==> src/rtl/pst_pkg.sv <==
// shared constants for the power-module status and telemetry bank
package pst_pkg;
    // ------------------------------------------------------------
    // command codes
    // ------------------------------------------------------------
    localparam logic [7:0] CMD_CLEAR     = 8'h03;
    localparam logic [7:0] CMD_VOUT_FLG  = 8'h7a;
    localparam logic [7:0] CMD_IOUT_FLG  = 8'h7b;
    localparam logic [7:0] CMD_IN_FLG    = 8'h7c;
    localparam logic [7:0] CMD_HEAT_FLG  = 8'h7d;
    localparam logic [7:0] CMD_CML_FLG   = 8'h7e;
    localparam logic [7:0] CMD_VIN_RD    = 8'h88;
    localparam logic [7:0] CMD_VOUT_RD   = 8'h8b;
    localparam logic [7:0] CMD_IOUT_RD   = 8'h8c;

    // ------------------------------------------------------------
    // widths and reset values
    // ------------------------------------------------------------
    localparam int         DATA_W        = 16;
    localparam int         MEAS_W        = 10;
    localparam int         SYNC_W        = 12;
    localparam int         LAT_W         = 10;
    localparam logic [7:0] FLAG_RST      = 8'h00;
    localparam logic [15:0] WORD_RST     = 16'h0000;

    // ------------------------------------------------------------
    // field positions inside the status bytes
    // ------------------------------------------------------------
    localparam int VO_OV   = 7;
    localparam int VO_UV   = 4;
    localparam int VO_LIM  = 3;
    localparam int VO_UNK  = 0;
    localparam int IO_OC   = 7;
    localparam int IO_OCUV = 6;
    localparam int IO_WARN = 5;
    localparam int IN_OVP  = 7;
    localparam int IN_OVW  = 6;
    localparam int IN_UVW  = 5;
    localparam int TM_OTF  = 7;
    localparam int TM_OTW  = 6;
    localparam int CM_CMD  = 7;
    localparam int CM_DATA = 6;
    localparam int CM_MEM  = 4;
    localparam int CM_OTH  = 1;
    localparam int CM_BUSY = 0;

    // ------------------------------------------------------------
    // index of each asynchronous condition in the synchroniser
    // ------------------------------------------------------------
    localparam int S_OUT_OV  = 0;
    localparam int S_OUT_UV  = 1;
    localparam int S_CUR     = 2;
    localparam int S_CUR_UV  = 3;
    localparam int S_IN_OVP  = 4;
    localparam int S_IN_OVW  = 5;
    localparam int S_IN_UVW  = 6;
    localparam int S_HEAT_F  = 7;
    localparam int S_HEAT_W  = 8;
    localparam int S_MISC    = 9;
    localparam int S_MEM_F   = 10;
    localparam int S_MEM_B   = 11;

    // ------------------------------------------------------------
    // index of each sticky flag in the latch bank
    // ------------------------------------------------------------
    localparam int L_IN_OVP  = 0;
    localparam int L_IN_OVW  = 1;
    localparam int L_IN_UVW  = 2;
    localparam int L_HEAT_F  = 3;
    localparam int L_HEAT_W  = 4;
    localparam int L_UNK     = 5;
    localparam int L_CMD     = 6;
    localparam int L_DATA    = 7;
    localparam int L_MEM     = 8;
    localparam int L_OTH     = 9;
endpackage

==> src/rtl/pst_latch_if.sv <==
// carrier between the top and its sticky flag bank
`timescale 1ns/1ps
`default_nettype none
interface pst_latch_if;
    logic [pst_pkg::LAT_W-1:0] set_cond;
    logic                      clr;
    logic [pst_pkg::LAT_W-1:0] flags;
    modport latch (input set_cond, input clr, output flags);
    modport user  (output set_cond, output clr, input flags);
endinterface
`default_nettype wire

==> src/rtl/pst_sync.sv <==
// two-flop synchroniser for the analog condition inputs
`timescale 1ns/1ps
`default_nettype none
module pst_sync (
    input  wire logic                       sys_clk,
    input  wire logic                       resetn,
    input  wire logic [pst_pkg::SYNC_W-1:0] async_in,
    output logic      [pst_pkg::SYNC_W-1:0] sync_q
);
    logic [pst_pkg::SYNC_W-1:0] meta_q;

    always_ff @(posedge sys_clk or negedge resetn) begin
        if (!resetn) begin
            meta_q <= '0;
            sync_q <= '0;
        end else begin
            meta_q <= async_in;
            sync_q <= meta_q;
        end
    end
endmodule
`default_nettype wire

==> src/rtl/pst_latch.sv <==
// bank of sticky flags: set by a condition, cleared by command once it is gone
`timescale 1ns/1ps
`default_nettype none
module pst_latch (
    input  wire logic    sys_clk,
    input  wire logic    resetn,
    pst_latch_if.latch   lif
);
    // a live condition keeps the flag set even through a clear
    always_ff @(posedge sys_clk or negedge resetn) begin
        if (!resetn) begin
            lif.flags <= '0;
        end else begin
            lif.flags <= lif.set_cond | (lif.flags & ~{pst_pkg::LAT_W{lif.clr}});
        end
    end
endmodule
`default_nettype wire

==> src/rtl/pst_top.sv <==
// status and telemetry register bank of the power module
`timescale 1ns/1ps
`default_nettype none
module pst_top (
    input  wire logic                       sys_clk,
    input  wire logic                       resetn,
    input  wire logic                       cmd_valid,
    input  wire logic                       cmd_write,
    input  wire logic [7:0]                 cmd_code,
    input  wire logic                       data_err,
    input  wire logic                       comm_err,
    input  wire logic                       out_ov_in,
    input  wire logic                       out_uv_in,
    input  wire logic                       cur_trip_in,
    input  wire logic                       cur_trip_uv_in,
    input  wire logic                       in_ov_pin_in,
    input  wire logic                       in_ov_warn_in,
    input  wire logic                       in_uv_warn_in,
    input  wire logic                       heat_fault_in,
    input  wire logic                       heat_warn_in,
    input  wire logic                       misc_fault_in,
    input  wire logic                       mem_fault_in,
    input  wire logic                       mem_busy_in,
    input  wire logic                       meas_valid,
    input  wire logic [pst_pkg::MEAS_W-1:0] vin_meas,
    input  wire logic [pst_pkg::MEAS_W-1:0] vout_meas,
    input  wire logic [pst_pkg::MEAS_W-1:0] iout_meas,
    input  wire logic [pst_pkg::MEAS_W-1:0] iout_warn_limit,
    input  wire logic                       setpoint_valid,
    input  wire logic [15:0]                setpoint_value,
    input  wire logic [15:0]                setpoint_max,
    input  wire logic [15:0]                setpoint_min,
    output logic                            rd_valid_q,
    output logic      [pst_pkg::DATA_W-1:0] rd_data_q
);
    // ------------------------------------------------------------
    // decode helpers
    // ------------------------------------------------------------
    function automatic logic code_readable(input logic [7:0] c);
        return (c == pst_pkg::CMD_VOUT_FLG) || (c == pst_pkg::CMD_IOUT_FLG)
            || (c == pst_pkg::CMD_IN_FLG)   || (c == pst_pkg::CMD_HEAT_FLG)
            || (c == pst_pkg::CMD_CML_FLG)  || (c == pst_pkg::CMD_VIN_RD)
            || (c == pst_pkg::CMD_VOUT_RD)  || (c == pst_pkg::CMD_IOUT_RD);
    endfunction

    function automatic logic [pst_pkg::DATA_W-1:0] widen(
        input logic [pst_pkg::MEAS_W-1:0] v);
        return {{(pst_pkg::DATA_W - pst_pkg::MEAS_W){1'b0}}, v};
    endfunction

    // ------------------------------------------------------------
    // synchronised analog conditions
    // ------------------------------------------------------------
    logic [pst_pkg::SYNC_W-1:0] async_w;
    logic [pst_pkg::SYNC_W-1:0] sync_w;

    assign async_w = {mem_busy_in, mem_fault_in, misc_fault_in, heat_warn_in,
                      heat_fault_in, in_uv_warn_in, in_ov_warn_in, in_ov_pin_in,
                      cur_trip_uv_in, cur_trip_in, out_uv_in, out_ov_in};

    pst_sync u_sync (
        .sys_clk  (sys_clk),
        .resetn   (resetn),
        .async_in (async_w),
        .sync_q   (sync_w)
    );

    // ------------------------------------------------------------
    // command decode
    // ------------------------------------------------------------
    wire logic rd_req_w   = cmd_valid & ~cmd_write;
    wire logic wr_req_w   = cmd_valid & cmd_write;
    wire logic readable_w = code_readable(cmd_code);
    wire logic clr_w      = wr_req_w & (cmd_code == pst_pkg::CMD_CLEAR);
    // unknown codes count as bad commands; writes to read-only codes as bad data
    wire logic bad_cmd_w  = cmd_valid & ~readable_w & ~clr_w;
    wire logic wr_ro_w    = wr_req_w & readable_w;

    // ------------------------------------------------------------
    // sticky flag bank
    // ------------------------------------------------------------
    pst_latch_if lif ();
    logic [pst_pkg::LAT_W-1:0] lat_w;

    always_comb begin
        lif.set_cond                   = '0;
        lif.set_cond[pst_pkg::L_IN_OVP] = sync_w[pst_pkg::S_IN_OVP];
        lif.set_cond[pst_pkg::L_IN_OVW] = sync_w[pst_pkg::S_IN_OVW];
        lif.set_cond[pst_pkg::L_IN_UVW] = sync_w[pst_pkg::S_IN_UVW];
        lif.set_cond[pst_pkg::L_HEAT_F] = sync_w[pst_pkg::S_HEAT_F];
        lif.set_cond[pst_pkg::L_HEAT_W] = sync_w[pst_pkg::S_HEAT_W];
        lif.set_cond[pst_pkg::L_UNK]    = sync_w[pst_pkg::S_MISC];
        lif.set_cond[pst_pkg::L_CMD]    = bad_cmd_w;
        lif.set_cond[pst_pkg::L_DATA]   = data_err | wr_ro_w;
        lif.set_cond[pst_pkg::L_MEM]    = sync_w[pst_pkg::S_MEM_F];
        lif.set_cond[pst_pkg::L_OTH]    = comm_err;
    end

    assign lif.clr = clr_w;
    assign lat_w   = lif.flags;

    pst_latch u_latch (
        .sys_clk (sys_clk),
        .resetn  (resetn),
        .lif     (lif)
    );

    // ------------------------------------------------------------
    // telemetry capture and setpoint check
    // ------------------------------------------------------------
    logic [pst_pkg::MEAS_W-1:0] vin_q;
    logic [pst_pkg::MEAS_W-1:0] vout_q;
    logic [pst_pkg::MEAS_W-1:0] iout_q;
    logic                       lim_q;

    // a reading is taken whole on the strobe so a word never mixes two samples
    always_ff @(posedge sys_clk or negedge resetn) begin
        if (!resetn) begin
            vin_q  <= '0;
            vout_q <= '0;
            iout_q <= '0;
        end else if (meas_valid) begin
            vin_q  <= vin_meas;
            vout_q <= vout_meas;
            iout_q <= iout_meas;
        end
    end

    // live: reflects the most recent requested setpoint only
    always_ff @(posedge sys_clk or negedge resetn) begin
        if (!resetn) begin
            lim_q <= 1'b0;
        end else if (setpoint_valid) begin
            lim_q <= (setpoint_value > setpoint_max) | (setpoint_value < setpoint_min);
        end
    end

    wire logic warn_w = iout_q > iout_warn_limit;

    // ------------------------------------------------------------
    // status byte assembly
    // ------------------------------------------------------------
    logic [7:0] vout_flg_w;
    logic [7:0] iout_flg_w;
    logic [7:0] in_flg_w;
    logic [7:0] heat_flg_w;
    logic [7:0] cml_flg_w;

    always_comb begin
        vout_flg_w                    = pst_pkg::FLAG_RST;
        vout_flg_w[pst_pkg::VO_OV]    = sync_w[pst_pkg::S_OUT_OV];
        vout_flg_w[pst_pkg::VO_UV]    = sync_w[pst_pkg::S_OUT_UV];
        vout_flg_w[pst_pkg::VO_LIM]   = lim_q;
        vout_flg_w[pst_pkg::VO_UNK]   = lat_w[pst_pkg::L_UNK];
        iout_flg_w                    = pst_pkg::FLAG_RST;
        iout_flg_w[pst_pkg::IO_OC]    = sync_w[pst_pkg::S_CUR];
        iout_flg_w[pst_pkg::IO_OCUV]  = sync_w[pst_pkg::S_CUR_UV];
        iout_flg_w[pst_pkg::IO_WARN]  = warn_w;
        in_flg_w                      = pst_pkg::FLAG_RST;
        in_flg_w[pst_pkg::IN_OVP]     = lat_w[pst_pkg::L_IN_OVP];
        in_flg_w[pst_pkg::IN_OVW]     = lat_w[pst_pkg::L_IN_OVW];
        in_flg_w[pst_pkg::IN_UVW]     = lat_w[pst_pkg::L_IN_UVW];
        heat_flg_w                    = pst_pkg::FLAG_RST;
        heat_flg_w[pst_pkg::TM_OTF]   = lat_w[pst_pkg::L_HEAT_F];
        heat_flg_w[pst_pkg::TM_OTW]   = lat_w[pst_pkg::L_HEAT_W];
        cml_flg_w                     = pst_pkg::FLAG_RST;
        cml_flg_w[pst_pkg::CM_CMD]    = lat_w[pst_pkg::L_CMD];
        cml_flg_w[pst_pkg::CM_DATA]   = lat_w[pst_pkg::L_DATA];
        cml_flg_w[pst_pkg::CM_MEM]    = lat_w[pst_pkg::L_MEM];
        cml_flg_w[pst_pkg::CM_OTH]    = lat_w[pst_pkg::L_OTH];
        cml_flg_w[pst_pkg::CM_BUSY]   = sync_w[pst_pkg::S_MEM_B];
    end

    // ------------------------------------------------------------
    // read answer
    // ------------------------------------------------------------
    logic [pst_pkg::DATA_W-1:0] rd_mux_w;

    always_comb begin
        case (cmd_code)
            pst_pkg::CMD_VOUT_FLG: rd_mux_w = {8'h00, vout_flg_w};
            pst_pkg::CMD_IOUT_FLG: rd_mux_w = {8'h00, iout_flg_w};
            pst_pkg::CMD_IN_FLG:   rd_mux_w = {8'h00, in_flg_w};
            pst_pkg::CMD_HEAT_FLG: rd_mux_w = {8'h00, heat_flg_w};
            pst_pkg::CMD_CML_FLG:  rd_mux_w = {8'h00, cml_flg_w};
            pst_pkg::CMD_VIN_RD:   rd_mux_w = widen(vin_q);
            pst_pkg::CMD_VOUT_RD:  rd_mux_w = widen(vout_q);
            pst_pkg::CMD_IOUT_RD:  rd_mux_w = widen(iout_q);
            default:               rd_mux_w = pst_pkg::WORD_RST;
        endcase
    end

    // writes never reach any storage here; CMD_CLEAR clears the sticky flags, any other write raises a comm flag
    always_ff @(posedge sys_clk or negedge resetn) begin
        if (!resetn) begin
            rd_valid_q <= 1'b0;
            rd_data_q  <= pst_pkg::WORD_RST;
        end else begin
            rd_valid_q <= rd_req_w & readable_w;
            if (rd_req_w & readable_w) begin
                rd_data_q <= rd_mux_w;
            end
        end
    end

    // ------------------------------------------------------------
    // checks
    // ------------------------------------------------------------
    wire logic rd_vo_w = rd_req_w & (cmd_code == pst_pkg::CMD_VOUT_FLG);
    wire logic rd_io_w = rd_req_w & (cmd_code == pst_pkg::CMD_IOUT_FLG);
    wire logic rd_in_w = rd_req_w & (cmd_code == pst_pkg::CMD_IN_FLG);
    wire logic rd_tm_w = rd_req_w & (cmd_code == pst_pkg::CMD_HEAT_FLG);
    wire logic rd_ic_w = rd_req_w & (cmd_code == pst_pkg::CMD_IOUT_RD);

    out_ov_read_a: assert property (@(posedge sys_clk) disable iff (!resetn)
        rd_vo_w |=> rd_valid_q && rd_data_q[7] == $past(sync_w[pst_pkg::S_OUT_OV]))
        else $error("output over-voltage bit wrong on read");

    out_uv_read_a: assert property (@(posedge sys_clk) disable iff (!resetn)
        rd_vo_w |=> rd_data_q[4] == $past(sync_w[pst_pkg::S_OUT_UV]))
        else $error("output under-voltage bit wrong on read");

    setpoint_lim_a: assert property (@(posedge sys_clk) disable iff (!resetn)
        (setpoint_valid && (setpoint_value > setpoint_max || setpoint_value < setpoint_min))
            ##1 !setpoint_valid ##1 rd_vo_w
        |=> rd_data_q[pst_pkg::VO_LIM])
        else $error("setpoint limit bit not reported");

    // a clear one cycle later may drop the flag once the cause is gone
    unknown_hold_a: assert property (@(posedge sys_clk) disable iff (!resetn)
        sync_w[pst_pkg::S_MISC] |=> lat_w[pst_pkg::L_UNK]
            ##1 (lat_w[pst_pkg::L_UNK] || $past(clr_w)))
        else $error("unknown fault bit not latched");

    meas_capture_a: assert property (@(posedge sys_clk) disable iff (!resetn)
        meas_valid |=> vin_q == $past(vin_meas) && vout_q == $past(vout_meas))
        else $error("voltage reading not captured");

    cur_read_a: assert property (@(posedge sys_clk) disable iff (!resetn)
        rd_ic_w |=> rd_data_q == widen($past(iout_q)))
        else $error("current reading wrong or upper bits set");

    cur_warn_a: assert property (@(posedge sys_clk) disable iff (!resetn)
        rd_io_w |=> rd_data_q[5] == ($past(iout_q) > $past(iout_warn_limit)))
        else $error("current warning bit disagrees with threshold");

    in_hold_a: assert property (@(posedge sys_clk) disable iff (!resetn)
        lat_w[pst_pkg::L_IN_OVW] && !clr_w |=> lat_w[pst_pkg::L_IN_OVW])
        else $error("input flag dropped without clear");

    in_rsvd_a: assert property (@(posedge sys_clk) disable iff (!resetn)
        rd_in_w |=> rd_data_q[4:0] == 5'h00)
        else $error("input reserved bits not zero");

    in_set_a: assert property (@(posedge sys_clk) disable iff (!resetn)
        rd_in_w |=> (rd_data_q[pst_pkg::IN_OVP] || !$past(sync_w[pst_pkg::S_IN_OVP], 2))
            && (rd_data_q[pst_pkg::IN_OVW] || !$past(sync_w[pst_pkg::S_IN_OVW], 2))
            && (rd_data_q[pst_pkg::IN_UVW] || !$past(sync_w[pst_pkg::S_IN_UVW], 2)))
        else $error("input flag not latched");

    heat_rsvd_a: assert property (@(posedge sys_clk) disable iff (!resetn)
        rd_tm_w |=> rd_data_q[5:0] == 6'h00
            && rd_data_q[7] == $past(lat_w[pst_pkg::L_HEAT_F]))
        else $error("thermal byte wrong");

    heat_clear_a: assert property (@(posedge sys_clk) disable iff (!resetn)
        clr_w && !sync_w[pst_pkg::S_HEAT_F] && !sync_w[pst_pkg::S_HEAT_W]
        |=> !lat_w[pst_pkg::L_HEAT_F] && !lat_w[pst_pkg::L_HEAT_W])
        else $error("thermal flags not cleared");

    write_ignored_a: assert property (@(posedge sys_clk) disable iff (!resetn)
        wr_req_w |=> !rd_valid_q && $stable(rd_data_q))
        else $error("write disturbed read data");

    bad_cmd_a: assert property (@(posedge sys_clk) disable iff (!resetn)
        bad_cmd_w |=> lat_w[pst_pkg::L_CMD] && !rd_valid_q)
        else $error("invalid command not flagged");

    cur_live_a: assert property (@(posedge sys_clk) disable iff (!resetn)
        rd_io_w |=> rd_data_q[pst_pkg::IO_OC] == $past(sync_w[pst_pkg::S_CUR])
            && rd_data_q[pst_pkg::IO_OCUV] == $past(sync_w[pst_pkg::S_CUR_UV]))
        else $error("current trip bits wrong on read");

    mem_busy_a: assert property (@(posedge sys_clk) disable iff (!resetn)
        rd_req_w && cmd_code == pst_pkg::CMD_CML_FLG
        |=> rd_data_q[pst_pkg::CM_BUSY] == $past(sync_w[pst_pkg::S_MEM_B]))
        else $error("memory busy bit wrong on read");

    read_answer_a: assert property (@(posedge sys_clk) disable iff (!resetn)
        rd_req_w && readable_w |=> rd_valid_q && rd_data_q[15:10] == 6'h00)
        else $error("read not answered or upper bits set");
endmodule
`default_nettype wire

==> config.mk <==
export PLATFORM = sky130hd
export DESIGN_NAME = pst_top
export DESIGN_NICKNAME = d
export VERILOG_FILES = /design/src/rtl/pst_pkg.sv /design/src/rtl/pst_latch_if.sv /design/src/rtl/pst_sync.sv /design/src/rtl/pst_latch.sv /design/src/rtl/pst_top.sv
export SDC_FILE = /design/constraint.sdc
export NUM_CORES = 1
export LEC_CHECK = 0
export BUFFER_PORTS_ARGS = -buffer_cell sky130_fd_sc_hd__buf_2
export CAP_MARGIN = 15
export CELL_PAD_IN_SITES_DETAIL_PLACEMENT = 0
export CELL_PAD_IN_SITES_GLOBAL_PLACEMENT = 1
export CORE_MARGIN = 3
export CORE_UTILIZATION = 39
export DETAILED_ROUTE_END_ITERATION = 7
export GPL_TIMING_DRIVEN = 0
export HOLD_SLACK_MARGIN = 0.08
export PLACE_DENSITY_LB_ADDON = 0.25
export SLEW_MARGIN = 20
export SYNTH_ARGS = -nofsm -noshare
export SYNTH_HDL_FRONTEND = slang
export SYNTH_HIERARCHICAL = 1
export SYNTH_SLANG_ARGS = --single-unit
==> constraint.sdc <==
create_clock -name sys_clk -period 2 [get_ports sys_clk]
set_input_delay 0.4 -clock sys_clk [delete_from_list [all_inputs] [get_ports sys_clk]]
set_output_delay 0.4 -clock sys_clk [all_outputs]
set_load 0.005 [all_outputs]
Word-level counts from Yosys, hierarchy flattened

Cells that the tools add are included.

Bits in registers: 82
Input bits: 116

Magnitude comparators: 3
Equality and inequality tests: 9
Muxes and demuxes: 1
Bitwise gates (word level): 15
Reductions and logical operators: 7

Operator list:

| kind                                                                  | count |
|---|---|
| 10-bit case mux with 8 select lines                                   | 1 |
| 8-bit by 7-bit equality test with 1-bit output, second input constant | 5 |
| 8-bit equality test, second input constant                            | 3 |
| 16-bit greater-than comparator                                        | 1 |
| 16-bit less-than comparator                                           | 1 |
| 10-bit AND                                                            | 1 |
| 10-bit greater-than comparator                                        | 1 |
| 10-bit NOT                                                            | 1 |
| 10-bit OR                                                             | 1 |
| 8-bit by 2-bit equality test with 1-bit output, second input constant | 1 |
| 1-bit AND                                                             | 7 |
| 1-bit logical OR                                                      | 7 |
| 1-bit NOT                                                             | 3 |
| 1-bit OR                                                              | 2 |

Logic depth before layout (Yosys ltp)

Gate-level depths: netlist of run 1.

Word-level depth: 12
Gate-level depth with buffers: 7
Gate-level depth less buffers: 7

Modules after synthesis

Netlist of run 1, hierarchy kept.

By module, submodules not included:

| module    | instances | cells each | area each (um^2) | seq. area each (um^2) |
|---|---|---|---|---|
| pst_top   | 1         | 304        | 3,083.0          | 1,051.0 |
| pst_sync  | 1         | 24         | 600.6            | 600.6 |
| pst_latch | 1         | 21         | 329.1            | 250.2 |

Worst setup path after synthesis of run 1

Ideal clock, no wire load.

Kind: input to register
Start point: input port cmd_code[5]
End point: register rd_data_q[4] (netlist name)
Setup time: 125 ps
Data arrival time: 2,020 ps
Required time: 1,875 ps
Setup slack: -145 ps
Stages on the path: 7
Path buffers: 2
Cells stage by stage: or4b_1 buf_2 o2bb2ai_1 o221a_2 and2_4 buf_12 mux2_4

Cells in the longest elaborated chain, start to end: 9
Elaborated cells between the ends (all ways): 17

RTL lines:

| item                                           | line           | source |
|---|---|---|
| start, declared                                | pst_top.sv:9   | `input wire logic [7:0] cmd_code,` |
| 8-bit by 7-bit equality test with 1-bit output | -              |  |
| 1-bit logical OR                               | pst_top.sv:40  | `return (c == pst_pkg::CMD_VOUT_FLG) \|\| (c == pst_pkg::CMD_IOUT_FLG)` |
| 1-bit logical OR (2 in series)                 | pst_top.sv:41  | `\|\| (c == pst_pkg::CMD_IN_FLG) \|\| (c == pst_pkg::CMD_HEAT_FLG)` |
| 1-bit logical OR (2 in series)                 | pst_top.sv:42  | `\|\| (c == pst_pkg::CMD_CML_FLG) \|\| (c == pst_pkg::CMD_VIN_RD)` |
| 1-bit logical OR (2 in series)                 | pst_top.sv:43  | `\|\| (c == pst_pkg::CMD_VOUT_RD) \|\| (c == pst_pkg::CMD_IOUT_RD);` |
| 1-bit AND                                      | pst_top.sv:200 | `if (rd_req_w & readable_w) begin` |
| end signal, assigned                           | pst_top.sv:197 | `rd_data_q <= pst_pkg::WORD_RST;` |
| end signal, assigned                           | pst_top.sv:201 | `rd_data_q <= rd_mux_w;` |
| end, declared                                  | pst_top.sv:34  | `output logic [pst_pkg::DATA_W-1:0] rd_data_q` |

Parallel ways exist; a longest one is shown, timed or not.
A chain may end at the register's enable or synchronous reset.

Worst setup path after layout of run 1

Start point: input port cmd_code[0]
End point: register u_latch.lif.flags[7]

Elaborated cells between the ends (all ways): 22

RTL lines:

| item                                           | line              | source |
|---|---|---|
| 8-bit by 2-bit equality test with 1-bit output | pst_top.sv:74     | `wire logic clr_w = wr_req_w & (cmd_code == pst_pkg::CMD_CLEAR);` |
| 1-bit AND                                      | pst_top.sv:74     |  |
| via clr_w                                      | pst_top.sv:74     |  |
| 10-bit NOT                                     | pst_latch.sv:14   | `lif.flags <= lif.set_cond \| (lif.flags & ~{pst_pkg::LAT_W{lif.clr}});` |
| 10-bit AND                                     | pst_latch.sv:14   |  |
| 10-bit OR                                      | pst_latch.sv:14   |  |
| end signal, assigned                           | pst_latch.sv:14   |  |
| end, declared                                  | pst_latch_if.sv:8 | `modport latch (input set_cond, input clr, output flags);` |

The timed path passes the listed nets, and every way through them passes these cells.

==> results of run 1 <==
-- registers in the layout (all words and copies together), names as in the netlist --
| signal | count |
|---|---|
| u_sync/meta_q | 12 |
| vout_q | 10 |
| u_latch/lif.flags | 10 |
| rd_data_q | 10 |
| vin_q | 10 |
| u_sync/sync_q | 12 |
| lim_q | 1 |
| rd_valid_q | 1 |
| iout_q | 10 |
-- power by group --
group	total, mW	switching, mW	internal, mW	leakage, nW
logic	0.574	0.273	0.301	1.60
clock network	1.23	0.625	0.609	0.109
registers	1.72	0.0699	1.65	0.872
-- stage by stage --
step / area, um^2 / TNS, ns
6_report: 5170 / 0
2_1_floorplan: 4060 / -0.241
5_1_grt: 5170 / 0
3_3_place_gp: 4860 / -5.14
4_1_cts: 5110 / 0
3_5_place_dp: 4890 / -5.53
-- kinds of logic after synthesis --
logic type,Yosys count,share of synthesized area
AO/OA/AOI/OAI,79,0.137
adder cells (fa/ha/maj),41,0.128
buffers and inverters,61,0.0695
flip-flops,76,0.474
multiplexers,36,0.103
other,1,0.000935
AND/OR/NAND/NOR,55,0.0879
-- area by class of cell --
type / instances / area, um^2
clock buffer: 9 / 124
clock inverter: 7 / 87.6
timing repair buffer: 134 / 716
buffer: 13 / 105
tap: 133 / 166
multi-input combinational: 217 / 1890
fill: 951 / 4740
sequential: 76 / 1900
inverter: 48 / 180
-- per-layer routing --
layer	routed length, um	global-route usage	vias to the layer above	share of wire
met2	4580	0.278	95	0.48
met3	629	0.0390	9	0.066
li1	-	-	1569	-
met5	7	0	-	0.00073
met4	111	0.0415	2	0.012
met1	4250	0.222	1478	0.44
-- cells in the mapped netlist (3+ instances only) --
cell | count | share of area
sky130_fd_sc_hd__mux2_2 | 30 | 0.084
sky130_fd_sc_hd__o21ai_0 | 7 | 0.0087
sky130_fd_sc_hd__ha_1 | 41 | 0.13
sky130_fd_sc_hd__nand2b_1 | 4 | 0.0062
sky130_fd_sc_hd__nor2b_1 | 3 | 0.0047
sky130_fd_sc_hd__a31oi_1 | 5 | 0.0078
sky130_fd_sc_hd__a21o_1 | 12 | 0.022
sky130_fd_sc_hd__buf_4 | 6 | 0.011
sky130_fd_sc_hd__nand4_1 | 7 | 0.011
sky130_fd_sc_hd__mux2i_1 | 3 | 0.0075
sky130_fd_sc_hd__a22oi_1 | 12 | 0.022
sky130_fd_sc_hd__buf_1 | 3 | 0.0028
sky130_fd_sc_hd__a21oi_1 | 20 | 0.025
sky130_fd_sc_hd__o2bb2ai_1 | 3 | 0.0065
sky130_fd_sc_hd__a222oi_1 | 4 | 0.010
sky130_fd_sc_hd__mux2_4 | 3 | 0.011
sky130_fd_sc_hd__inv_1 | 47 | 0.044
sky130_fd_sc_hd__nand3_1 | 7 | 0.0087
sky130_fd_sc_hd__nand2_1 | 13 | 0.012
sky130_fd_sc_hd__dfrtp_1 | 76 | 0.47
-- worst min-delay path by stage --
| stage | from | endpoint | slack, ns | cells after the start |
|---|---|---|---|---|
| 6_report | cur_trip_uv_in | u_sync/meta_q[3] | 0.15 | 1 |
| 3_3_place_gp | u_sync/meta_q[8] | u_sync/sync_q[8] | 0.33 | 0 |
| 4_1_cts | in_ov_pin_in | u_sync/meta_q[4] | 0.13 | 1 |
| 5_1_grt | heat_fault_in | u_sync/meta_q[7] | 0.12 | 1 |
| 2_1_floorplan | resetn | iout_q[0] | 0.10 | 0 |
| 3_5_place_dp | resetn | u_sync/meta_q[11] | 0.30 | 1 |
-- worst max-delay path, delay by kind of cell --
family,cells,cell delay (ns)
buffers and inverters,3,0.50
and+or+nand+nor,3,1.08
AOI/OAI and AO/OA,1,0.22
-- timing repair --
| item | CTS | global route |
|---|---|---|
| setup buffers | 0 | 6 |
| hold endpoints to repair | 18 | 0 |
| hold buffers | 1 | 0 |
| setup endpoints to repair | 1 | 4 |
| gates resized for setup | 0 | 2 |
| pin swaps | 1 | 1 |
==> PnR_summary.wiki, run 1 <==
{| class="wikitable"
! Metric !! Value
|-
| Post-synthesis instance area || between 4000 and 5000 um^2
|-
| Actual slew at the worst max-slew pin || between 0.6 and 0.7 ns
|-
| Setup slack, reg-to-reg || around 0.36 ns
|-
| Total power || between 3 and 4 mW
|-
| Via count || about 3200
|-
| Final setup violation count || 0
|-
| CP peak stage delay || roughly 0.56 ns
|-
| Final clock skew || 0.0123 ns
|-
| Slowest cell on the critical path || sky130_fd_sc_hd__or4_2
|-
| Commonest non-fill, non-tap cell in the layout || sky130_fd_sc_hd__buf_2
|-
| Post-synth EDFFs || 0
|-
| Number of cells in the design after placement || between 600 and 700
|-
| Vias in the first global route || around 3100
|-
| Antenna violations before repair || 1
|-
| Clk Tree Root Cell || sky130_fd_sc_hd__clkbuf_8
|-
| Worst setup SP type || input port
|-
| Overall global routing resource usage || 0.168
|-
| Hold violation total from the final report || 0
|-
| CTS tree || done
|-
| Largest voltage drop on the vdd net || between 300 and 400 uV
|-
| Latest clock arrival within the worst-skew pair || about 0.35 ns
|-
| Proportion of register bits with asynchronous set or reset after synthesis || 1.00
|-
| Pin count of the biggest net entering global routing || 59
|-
| Clock sink total || 76
|-
| Type of element capturing the critical path || flip-flop
|-
| Critical path launch point || cmd_code[0]
|-
| Distinct cell type count after synthesis || 57
|-
| Routed wire length || 9.58 mm
|-
| IO buf count || 126
|-
| Final period demand of the worst path || 1.95 ns
|-
| Areal power density over the cells || slightly below 700 nW/um^2
|-
| Fraction of final layout cells with drive strength greater than 1 || 0.403
|-
| Detailed-route wire length per cell || about 15 um
|-
| Top Ports || 133
|-
| Number of nets in the finished design || approximately 660
|-
| Placer's final routability congestion estimate || about 0.87
|-
| Sequential share of the synthesized area || 0.474
|-
| Vias per Instance || about 4.9
|-
| Final critical-path setup slack || roughly 0.049 ns
|-
| Arrival time at the worst endpoint || roughly 2.2 ns
|-
| Area growth, synth to finish || 28.8%
|-
| Reported max-cap violation count || 0
|-
| Most frequent cells in the layout || 125 x sky130_fd_sc_hd__buf_2, 76 x sky130_fd_sc_hd__dfrtp_1, 47 x sky130_fd_sc_hd__inv_1, 41 x sky130_fd_sc_hd__ha_1, 30 x sky130_fd_sc_hd__mux2_2
|-
| Final hold slack || roughly 0.15 ns
|-
| Global-route wire length before repair || around 15 mm
|-
| Non-Filler Instances || 637
|-
| Routed Antenna Nets || 0
|-
| Die width || between 100 and 150 um
|-
| Starting density of the core || 0.405
|-
| Pre-CTS setup slack || -0.383 ns
|-
| Final core utilization || 0.522
|-
| Post-synthesis register bit count || 76
|-
| Critical path cell sequence || buf_2, clkbuf_8, nand4_1, or4_2, nor4_1, inv_2, a21o_1
|-
| Maximum net fanout on the critical path || 10
|-
| CP Class || in -> reg
|-
| HPWL after DPL || around 7.6 mm
|-
| Inserted Clock Buffers || 9
|-
| Die outline height || about 110 um
|-
| N_diodes || 0
|-
| Origin of the critical flop-to-flop path || iout_q[5]
|-
| Final period util || 0.975
|-
| Most used flip-flop cell after synthesis || sky130_fd_sc_hd__dfrtp_1
|-
| Post-Syn Area per Cell || around 11 um^2
|-
| Static Leak || approximately 2.6 nW
|-
| Number of remaining DRC errors || 0
|-
| Achievable clock frequency || 513 MHz
|-
| Number of detailed-route iterations in the first pass || 4
|-
| Core region area || about 9900 um^2
|-
| Iteration-0 DRC count of the detailed router || ~110
|-
| Count of cells along the worst register-to-register path || 6
|-
| Warnings from Yosys || 6
|-
| Clock Tree Buf Depth || 2
|-
| Outcome || complete, no violations
|-
| Max_slew headroom || 0.536
|-
| H-tree depth || 3
|-
| Data required time of the critical path || 2.24 ns
|-
| GR Overflow Total || 0
|-
| Die Area || 11500 um^2
|-
| Reg-to-reg endpoint || rd_data_q[5]
|-
| Number of rows in the core area || 36
|-
| Synthesized netlist cell count || ~350
|-
| Clock transition at the registers of the reported paths || ~0.09 ns
|-
| Critical path destination || u_latch/lif.flags[7]
|-
| Unrepaired setup endpoints after global routing || false
|-
| Path category of the worst min-delay check || in -> reg
|-
| Slew Limit Fails || 0
|}
Note: power is estimated with default switching activity, not from simulation.
==> run 2, diff against run 1 <==
--- a/config.mk
+++ b/config.mk
@@ -18,5 +18,4 @@
 export SLEW_MARGIN = 20
 export SYNTH_ARGS = -nofsm -noshare
 export SYNTH_HDL_FRONTEND = slang
-export SYNTH_HIERARCHICAL = 1
 export SYNTH_SLANG_ARGS = --single-unit
==> run 2 against run 1 <==
Net effect:
- non-clock buffer count shrank 2
- sequential share of layout area rose by 0.57 points
- global-route usage about the same
- die area about the same
- core utilization shrank 0.56 points
- power down 5.6%
- combinational power shrank 8.9%
- critical path type unchanged
- critical endpoint is now rd_data_q[7]
==> PnR_summary.wiki, run 2 <==
{| class="wikitable"
! Metric !! Value
|-
| Outcome || complete, no violations
|-
| Achievable clock frequency || 526 MHz
|-
| Post-Syn Area per Cell || roughly 11 um^2
|-
| Routed wire length || roughly 9.3 mm
|-
| Worst setup SP type || input port
|-
| Data required time of the critical path || roughly 2.2 ns
|-
| Static Leak || about 2.5 nW
|-
| CTS tree || done
|-
| Mux contribution to synthesized area || 0.0943
|-
| Vias per Instance || a little under 5
|-
| IO buf count || approximately 130
|-
| Number of remaining DRC errors || 0
|-
| Die outline height || about 110 um
|-
| Final clock skew || roughly 0.01 ns
|-
| Final period demand of the worst path || about 1.9 ns
|-
| Pin count of the biggest net entering global routing || 48
|-
| Final period util || 0.950
|-
| Top Registers || u_sync.meta_q: 12 flops, u_sync.sync_q: 12 flops
|-
| N_diodes || 0
|-
| Proportion of power drawn by combinational gates || 0.157
|-
| Most instantiated library cell after synthesis || sky130_fd_sc_hd__dfrtp_1
|-
| Top cells by area, synth || sky130_fd_sc_hd__dfrtp_1 47%, sky130_fd_sc_hd__ha_1 13%, sky130_fd_sc_hd__mux2_2 8.4%, sky130_fd_sc_hd__inv_1 4.3%, sky130_fd_sc_hd__a21o_1 2.1%
|-
| Met3 wire length || between 600 and 700 um
|-
| Top Ports || approximately 130
|-
| Warnings from Yosys || 0
|-
| Commonest non-fill, non-tap cell in the layout || sky130_fd_sc_hd__buf_2
|-
| Most used flip-flop cell after synthesis || sky130_fd_sc_hd__dfrtp_1
|-
| CP Class || in -> reg
|-
| Largest voltage drop on the vdd net || between 300 and 400 uV
|-
| Combinational family with the most area after synthesis || compound AO/OA/AOI/OAI gates
|-
| Placer's final routability congestion estimate || roughly 0.85
|-
| Vias in the first global route || approximately 3100
|-
| Clock sink total || 76
|-
| Global-route wire length before repair || approximately 15 mm
|-
| Fraction of final layout cells with drive strength greater than 1 || 0.378
|-
| Die width || about 110 um
|-
| Maximum net fanout on the critical path || 7
|-
| Uppermost routed layer || met5
|-
| Xor/xnor share of the synthesized area || 0
|-
| Share of power burned in registers || 0.509
|-
| Metal2 WL || 4.42 mm
|-
| Origin of the critical flop-to-flop path || iout_q[3]
|-
| Overall global routing resource usage || 0.168
|-
| Hold violation total from the final report || 0
|-
| HPWL after DPL || 7.48 mm
|-
| Post-synth top area cell || sky130_fd_sc_hd__dfrtp_1
|-
| Internal power consumption || between 2 and 2.5 mW
|-
| Number of cells in the design after placement || between 600 and 700
|-
| Number of rows in the core area || 36
|-
| Top cells by instance count after synthesis || 76 x sky130_fd_sc_hd__dfrtp_1, 46 x sky130_fd_sc_hd__inv_1, 41 x sky130_fd_sc_hd__ha_1
|-
| Via count || approximately 3100
|-
| H-tree depth || 3
|-
| Clk Tree Root Cell || sky130_fd_sc_hd__clkbuf_8
|-
| Latest clock arrival within the worst-skew pair || 0.34 ns
|-
| Most frequent cells in the layout || 127 x sky130_fd_sc_hd__buf_2, 76 x sky130_fd_sc_hd__dfrtp_1, 45 x sky130_fd_sc_hd__inv_1, 41 x sky130_fd_sc_hd__ha_1, 30 x sky130_fd_sc_hd__mux2_2
|-
| Wire length on met1 || approximately 4.1 mm
|-
| Slew Limit Fails || 0
|-
| Area growth, synth to finish || 27.0%
|-
| Sequential share of the synthesized area || 0.474
|-
| Distinct cell type count after synthesis || 53
|-
| Reported max-cap violation count || 0
|-
| Sw frac || 0.282
|-
| Actual slew at the worst max-slew pin || 0.640 ns
|-
| Area share of the leading cell type in the synthesized netlist || 0.474
|-
| Detailed-route wire length per cell || 14.5 um
|-
| GR Overflow Total || 0
|-
| Iteration-0 DRC count of the detailed router || around 120
|-
| Number of nets in the finished design || 660
|-
| Core region area || 9860 um^2
|-
| Simple-gate share of the synthesized area || 0.100
|-
| Unrepaired setup endpoints after global routing || true
|-
| Post-synthesis instance area || approximately 4000 um^2
|-
| Final setup violation count || 0
|-
| Clock transition at the registers of the reported paths || around 0.09 ns
|-
| Relative contribution of the clock network to total power || 0.334
|-
| Antenna violations before repair || 1
|-
| Non-Filler Instances || 641
|-
| Adder-cell share of the synthesized area || 0.128
|-
| Number of detailed-route iterations in the first pass || 4
|-
| Path category of the worst min-delay check || in -> reg
|-
| Final core utilization || 0.516
|-
| Type of element capturing the critical path || flip-flop
|-
| Proportion of register bits with asynchronous set or reset after synthesis || 1.00
|-
| Synthesized netlist cell count || 356
|-
| Share of the synthesized area in compound gates (AO/OA/AOI/OAI) || 0.140
|-
| Critical path launch point || cmd_code[5]
|-
| Arrival time at the worst endpoint || about 2.1 ns
|-
| NetSw || about 940 uW
|-
| Die Area || around 12000 um^2
|-
| Max_slew headroom || 0.573
|-
| Inserted Clock Buffers || 9
|-
| Sum of negative setup slack || 0 ns
|-
| Clock Tree Buf Depth || 2
|-
| Post-synth EDFFs || 0
|-
| Areal power density over the cells || about 650 nW/um^2
|-
| Routed Antenna Nets || 0
|-
| Hold wc startpoint || heat_fault_in
|-
| Post-synthesis register bit count || 76
|-
| Starting density of the core || 0.406
|}
[run 2: power groups by stage]
| stage | registers, mW | logic (mW) | clock network [mW] |
|---|---|---|---|
| 6_report | 1.70 | 0.523 | 1.11 |
| 2_1_floorplan | 1.71 | 0.284 | 0 |
| 3_3_place_gp | 1.72 | 0.503 | 0 |
| 3_5_place_dp | 1.73 | 0.527 | 0 |
| 5_1_grt | 1.71 | 0.605 | 1.21 |
| 4_1_cts | 1.70 | 0.532 | 1.14 |
[run 2: final cells by class]
| class | instances | area (um^2) |
|---|---|---|
| clock buffer | 9 | 124 |
| sequential | 76 | 1900 |
| tap | 133 | 166 |
| inverter | 46 | 173 |
| multi-input combinational | 225 | 1890 |
| clock inverter | 7 | 65.1 |
| buffer | 14 | 77.6 |
| fill | 937 | 4770 |
| timing repair buffer | 131 | 693 |
[run 2: kinds of logic after synthesis]
logic type,count (synthesis)
AO/OA/AOI/OAI,79
flip-flops,76
AND/OR/NAND/NOR,65
buffers and inverters,60
adder cells (fa/ha/maj),41
multiplexers,34
other,1
[run 2: final timing paths]
check,endpoint,slack [ns],depth (start not counted)
max,rd_data_q[7],0.1,7
min,u_sync.meta_q[7],0.15,1
max reg2reg,rd_data_q[5],0.31,6
min reg2reg,u_sync.sync_q[6],0.35,0
max in group asynchronous,vin_q[4],0.90,3
min in group asynchronous,u_sync.meta_q[8],0.53,2
[run 2: stage by stage]
| step | instance area (um^2) | hold slack, ns | total power, mW | setup slack [ns] |
|---|---|---|---|---|
| final | 5090 | 0.151 | 3.33 | 0.0993 |
| after global routing | 5090 | 0.119 | 3.52 | -0.00268 |
| after CTS | 5060 | 0.130 | 3.37 | 0.0344 |
| after detailed placement | 4850 | 0.335 | 2.26 | -0.392 |
| after global placement | 4820 | 0.332 | 2.23 | -0.365 |
| after floorplan | 4030 | 0.104 | 1.99 | 0.0282 |
[run 2: critical path, cell delays in order]
cell,delay (ns)
sky130_fd_sc_hd__buf_2,0.11
sky130_fd_sc_hd__or4b_1,0.52
sky130_fd_sc_hd__buf_2,0.19
sky130_fd_sc_hd__a21oi_2,0.19
sky130_fd_sc_hd__o2111ai_4,0.22
sky130_fd_sc_hd__inv_2,0.16
sky130_fd_sc_hd__mux2_2,0.34
[run 2: what timing repair did]
action,CTS,global route
endpoints found under the hold margin,29,0
hold buffers,1,0
endpoints found under the setup margin,2,5
pin swaps,1,2
buffers inserted,0,3
resized for setup,1,1
[run 2: metal layers]
layer  vias to the layer above  GRT usage
li1                       1576          -
met1                      1432      0.217
met2                        94      0.280
met3                         9     0.0396
met4                         2     0.0487
met5                         -          0
==> run 3, diff against run 2 <==
--- a/config.mk
+++ b/config.mk
@@ -14,7 +14,9 @@
 export DETAILED_ROUTE_END_ITERATION = 7
 export GPL_TIMING_DRIVEN = 0
 export HOLD_SLACK_MARGIN = 0.08
+export MAX_ROUTING_LAYER = met4
 export PLACE_DENSITY_LB_ADDON = 0.25
+export REMOVE_ABC_BUFFERS = 1
 export SLEW_MARGIN = 20
 export SYNTH_ARGS = -nofsm -noshare
 export SYNTH_HDL_FRONTEND = slang
==> run 3 against run 2 <==
Net effect:
- critical path depth shrank 1
- non-clock buffer count shrank 11
- register-to-register slack is essentially flat
- worst hold slack lost 0.0048 ns
- count of clock-buffer cells in the layout is the same
- power grew 3.7%
- clock skew is essentially flat
- core utilization shrank 0.33 points
- global-route usage shrank 0.36 points
- setup slack lost 0.022 ns
- via count shrank 0.87%
- routed wire length shrank 2.3%
- critical path type unchanged
- largest cell class unchanged
- largest power group unchanged
==> PnR_summary.wiki, run 3 (synthesis gave the netlist of run 2 again) <==
{| class="wikitable"
! Metric !! Value
|-
| Clock Tree Buf Depth || 2
|-
| Static Leak || between 2 and 3 nW
|-
| Final clock skew || about 0.0094 ns
|-
| CTS tree || done
|-
| H-tree depth || 3
|-
| Final hold slack || around 0.15 ns
|-
| Overall global routing resource usage || 0.164
|-
| Non-Filler Instances || 630
|-
| Via count || around 3100
|-
| Reported max-cap violation count || 0
|-
| Top Ports || ~130
|-
| CP Class || in -> reg
|-
| Sum of negative setup slack || 0 ns
|-
| Routed Antenna Nets || 0
|-
| IO buf count || around 130
|-
| Number of nets in the finished design || 649
|-
| Latest clock arrival within the worst-skew pair || approximately 0.35 ns
|-
| HPWL after DPL || about 7 mm
|-
| Max_slew headroom || 0.504
|-
| Arrival time at the worst endpoint || approximately 2.2 ns
|-
| Number of cells in the design after placement || between 600 and 700
|-
| Most frequent cells in the layout || 125 x sky130_fd_sc_hd__buf_2, 76 x sky130_fd_sc_hd__dfrtp_1, 45 x sky130_fd_sc_hd__inv_1, 41 x sky130_fd_sc_hd__ha_1, 30 x sky130_fd_sc_hd__mux2_2
|-
| Commonest non-fill, non-tap cell in the layout || sky130_fd_sc_hd__buf_2
|-
| Final period util || 0.961
|-
| Core region area || approximately 9900 um^2
|-
| Areal power density over the cells || between 600 and 700 nW/um^2
|-
| Die Area || approximately 12000 um^2
|-
| Outcome || complete, no violations
|-
| Slew Limit Fails || 0
|-
| Detailed-route wire length per cell || around 14 um
|-
| Die width || 107 um
|-
| Path category of the worst min-delay check || in -> reg
|-
| Type of element capturing the critical path || flip-flop
|-
| Clock transition at the registers of the reported paths || ~0.10 ns
|-
| Clock sink total || 76
|-
| Antenna violations before repair || 0
|-
| Pin count of the biggest net entering global routing || 40
|-
| Routed wire length || ~9 mm
|-
| Starting density of the core || 0.406
|-
| Final setup violation count || 0
|-
| Clk Tree Root Cell || sky130_fd_sc_hd__clkbuf_8
|-
| Actual slew at the worst max-slew pin || around 0.74 ns
|-
| Die outline height || roughly 110 um
|-
| Unrepaired setup endpoints after global routing || false
|-
| Hold violation total from the final report || 0
|-
| Fill cell instance count of the final layout || 927
|-
| Vias in the first global route || ~3000
|-
| Iteration-0 DRC count of the detailed router || between 100 and 150
|-
| Global-route wire length before repair || 14.5 mm
|-
| Number of detailed-route iterations in the first pass || 4
|-
| Number of rows in the core area || 36
|-
| Number of remaining DRC errors || 0
|-
| Placer's final routability congestion estimate || between 0.7 and 0.8
|-
| Inserted Clock Buffers || 9
|-
| Worst setup SP type || input port
|-
| Vias per Instance || just under 5
|-
| Fraction of final layout cells with drive strength greater than 1 || 0.378
|-
| Data required time of the critical path || between 2 and 2.5 ns
|-
| N_diodes || 0
|-
| Setup slack, reg-to-reg || roughly 0.30 ns
|-
| Largest voltage drop on the vdd net || 347 uV
|-
| Achievable clock frequency || between 500 and 600 MHz
|-
| Maximum net fanout on the critical path || 7
|-
| Area growth, synth to finish || 26.2%
|-
| Total power || 3.46 mW
|-
| Top Registers || u_sync.meta_q: 12 flops, u_sync.sync_q: 12 flops
|-
| GR Overflow Total || 0
|-
| Final period demand of the worst path || 1.92 ns
|}
run 3: cell types whose count changed in the layout (fill, tap and decap cells not counted), sizes merged:
cell	previous run	this run
buf	142	133
clkbuf	11	9
clkinv	2	1
bufinv	0	1
run 3: power breakdown:
group	internal [mW]	total [mW]	switching, mW	leakage, nW
Sequential	1.64	1.69	0.0534	0.880
Combinational	0.265	0.515	0.251	1.54
Clock	0.609	1.25	0.642	0.106
Total	2.51	3.46	0.946	2.52
run 3: critical path: stages:
cell and delay [ns]:
sky130_fd_sc_hd__buf_2 0.11, sky130_fd_sc_hd__or4b_1 0.70, sky130_fd_sc_hd__a21oi_2 0.25, sky130_fd_sc_hd__o2111ai_4 0.21
sky130_fd_sc_hd__inv_2 0.16, sky130_fd_sc_hd__mux2_2 0.34
run 3: metrics by stage:
stage	util	setup WS (ns)	cell area [um^2]
floorplan	-	-0.234	3950
global placement	0.481	-0.673	4750
detailed placement	0.484	-0.725	4770
CTS	0.510	0.00414	5030
global route	0.513	0.00765	5060
finish	0.513	0.0771	5060
run 3: path summary, 6_finish.rpt:
check	startpoint	to	depth (start not counted)
hold / removal	in_uv_warn_in	u_sync.meta_q[6]	1
setup reg to reg	iout_q[5]	rd_data_q[5]	6
setup / recovery	cmd_code[5]	rd_data_q[7]	6
max in group asynchronous	resetn	u_sync.sync_q[1]	3
hold reg to reg	u_sync.meta_q[3]	u_sync.sync_q[3]	0
min in group asynchronous	resetn	vout_q[5]	2
run 3: layout make-up:
type	count	area, um^2	area share
flip-flops and latches	76	1900	0.376
multi-input cells	225	1900	0.375
repair buffers	134	708	0.140
inverters	46	173	0.0341
well taps	133	166	0.0329
clock buffers	9	124	0.0245
clock inverters	7	88.8	0.0176
run 3: per-layer routing:
layer | GRT usage | up-vias | wire [um]
met5 | - | - | 0
met4 | 0.0451 | 0 | 73
met3 | 0.0408 | 5 | 581
met2 | 0.254 | 100 | 4150
met1 | 0.216 | 1429 | 4250
li1 | - | 1552 | -
run 3: what timing repair did:
item,in CTS,in global routing
hold buffers,1,0
setup buffers,3,3
pin swaps,2,2
endpoints found under the hold margin,37,0
gates cloned,0,0
resized for setup,4,0
setup endpoints to repair,10,5
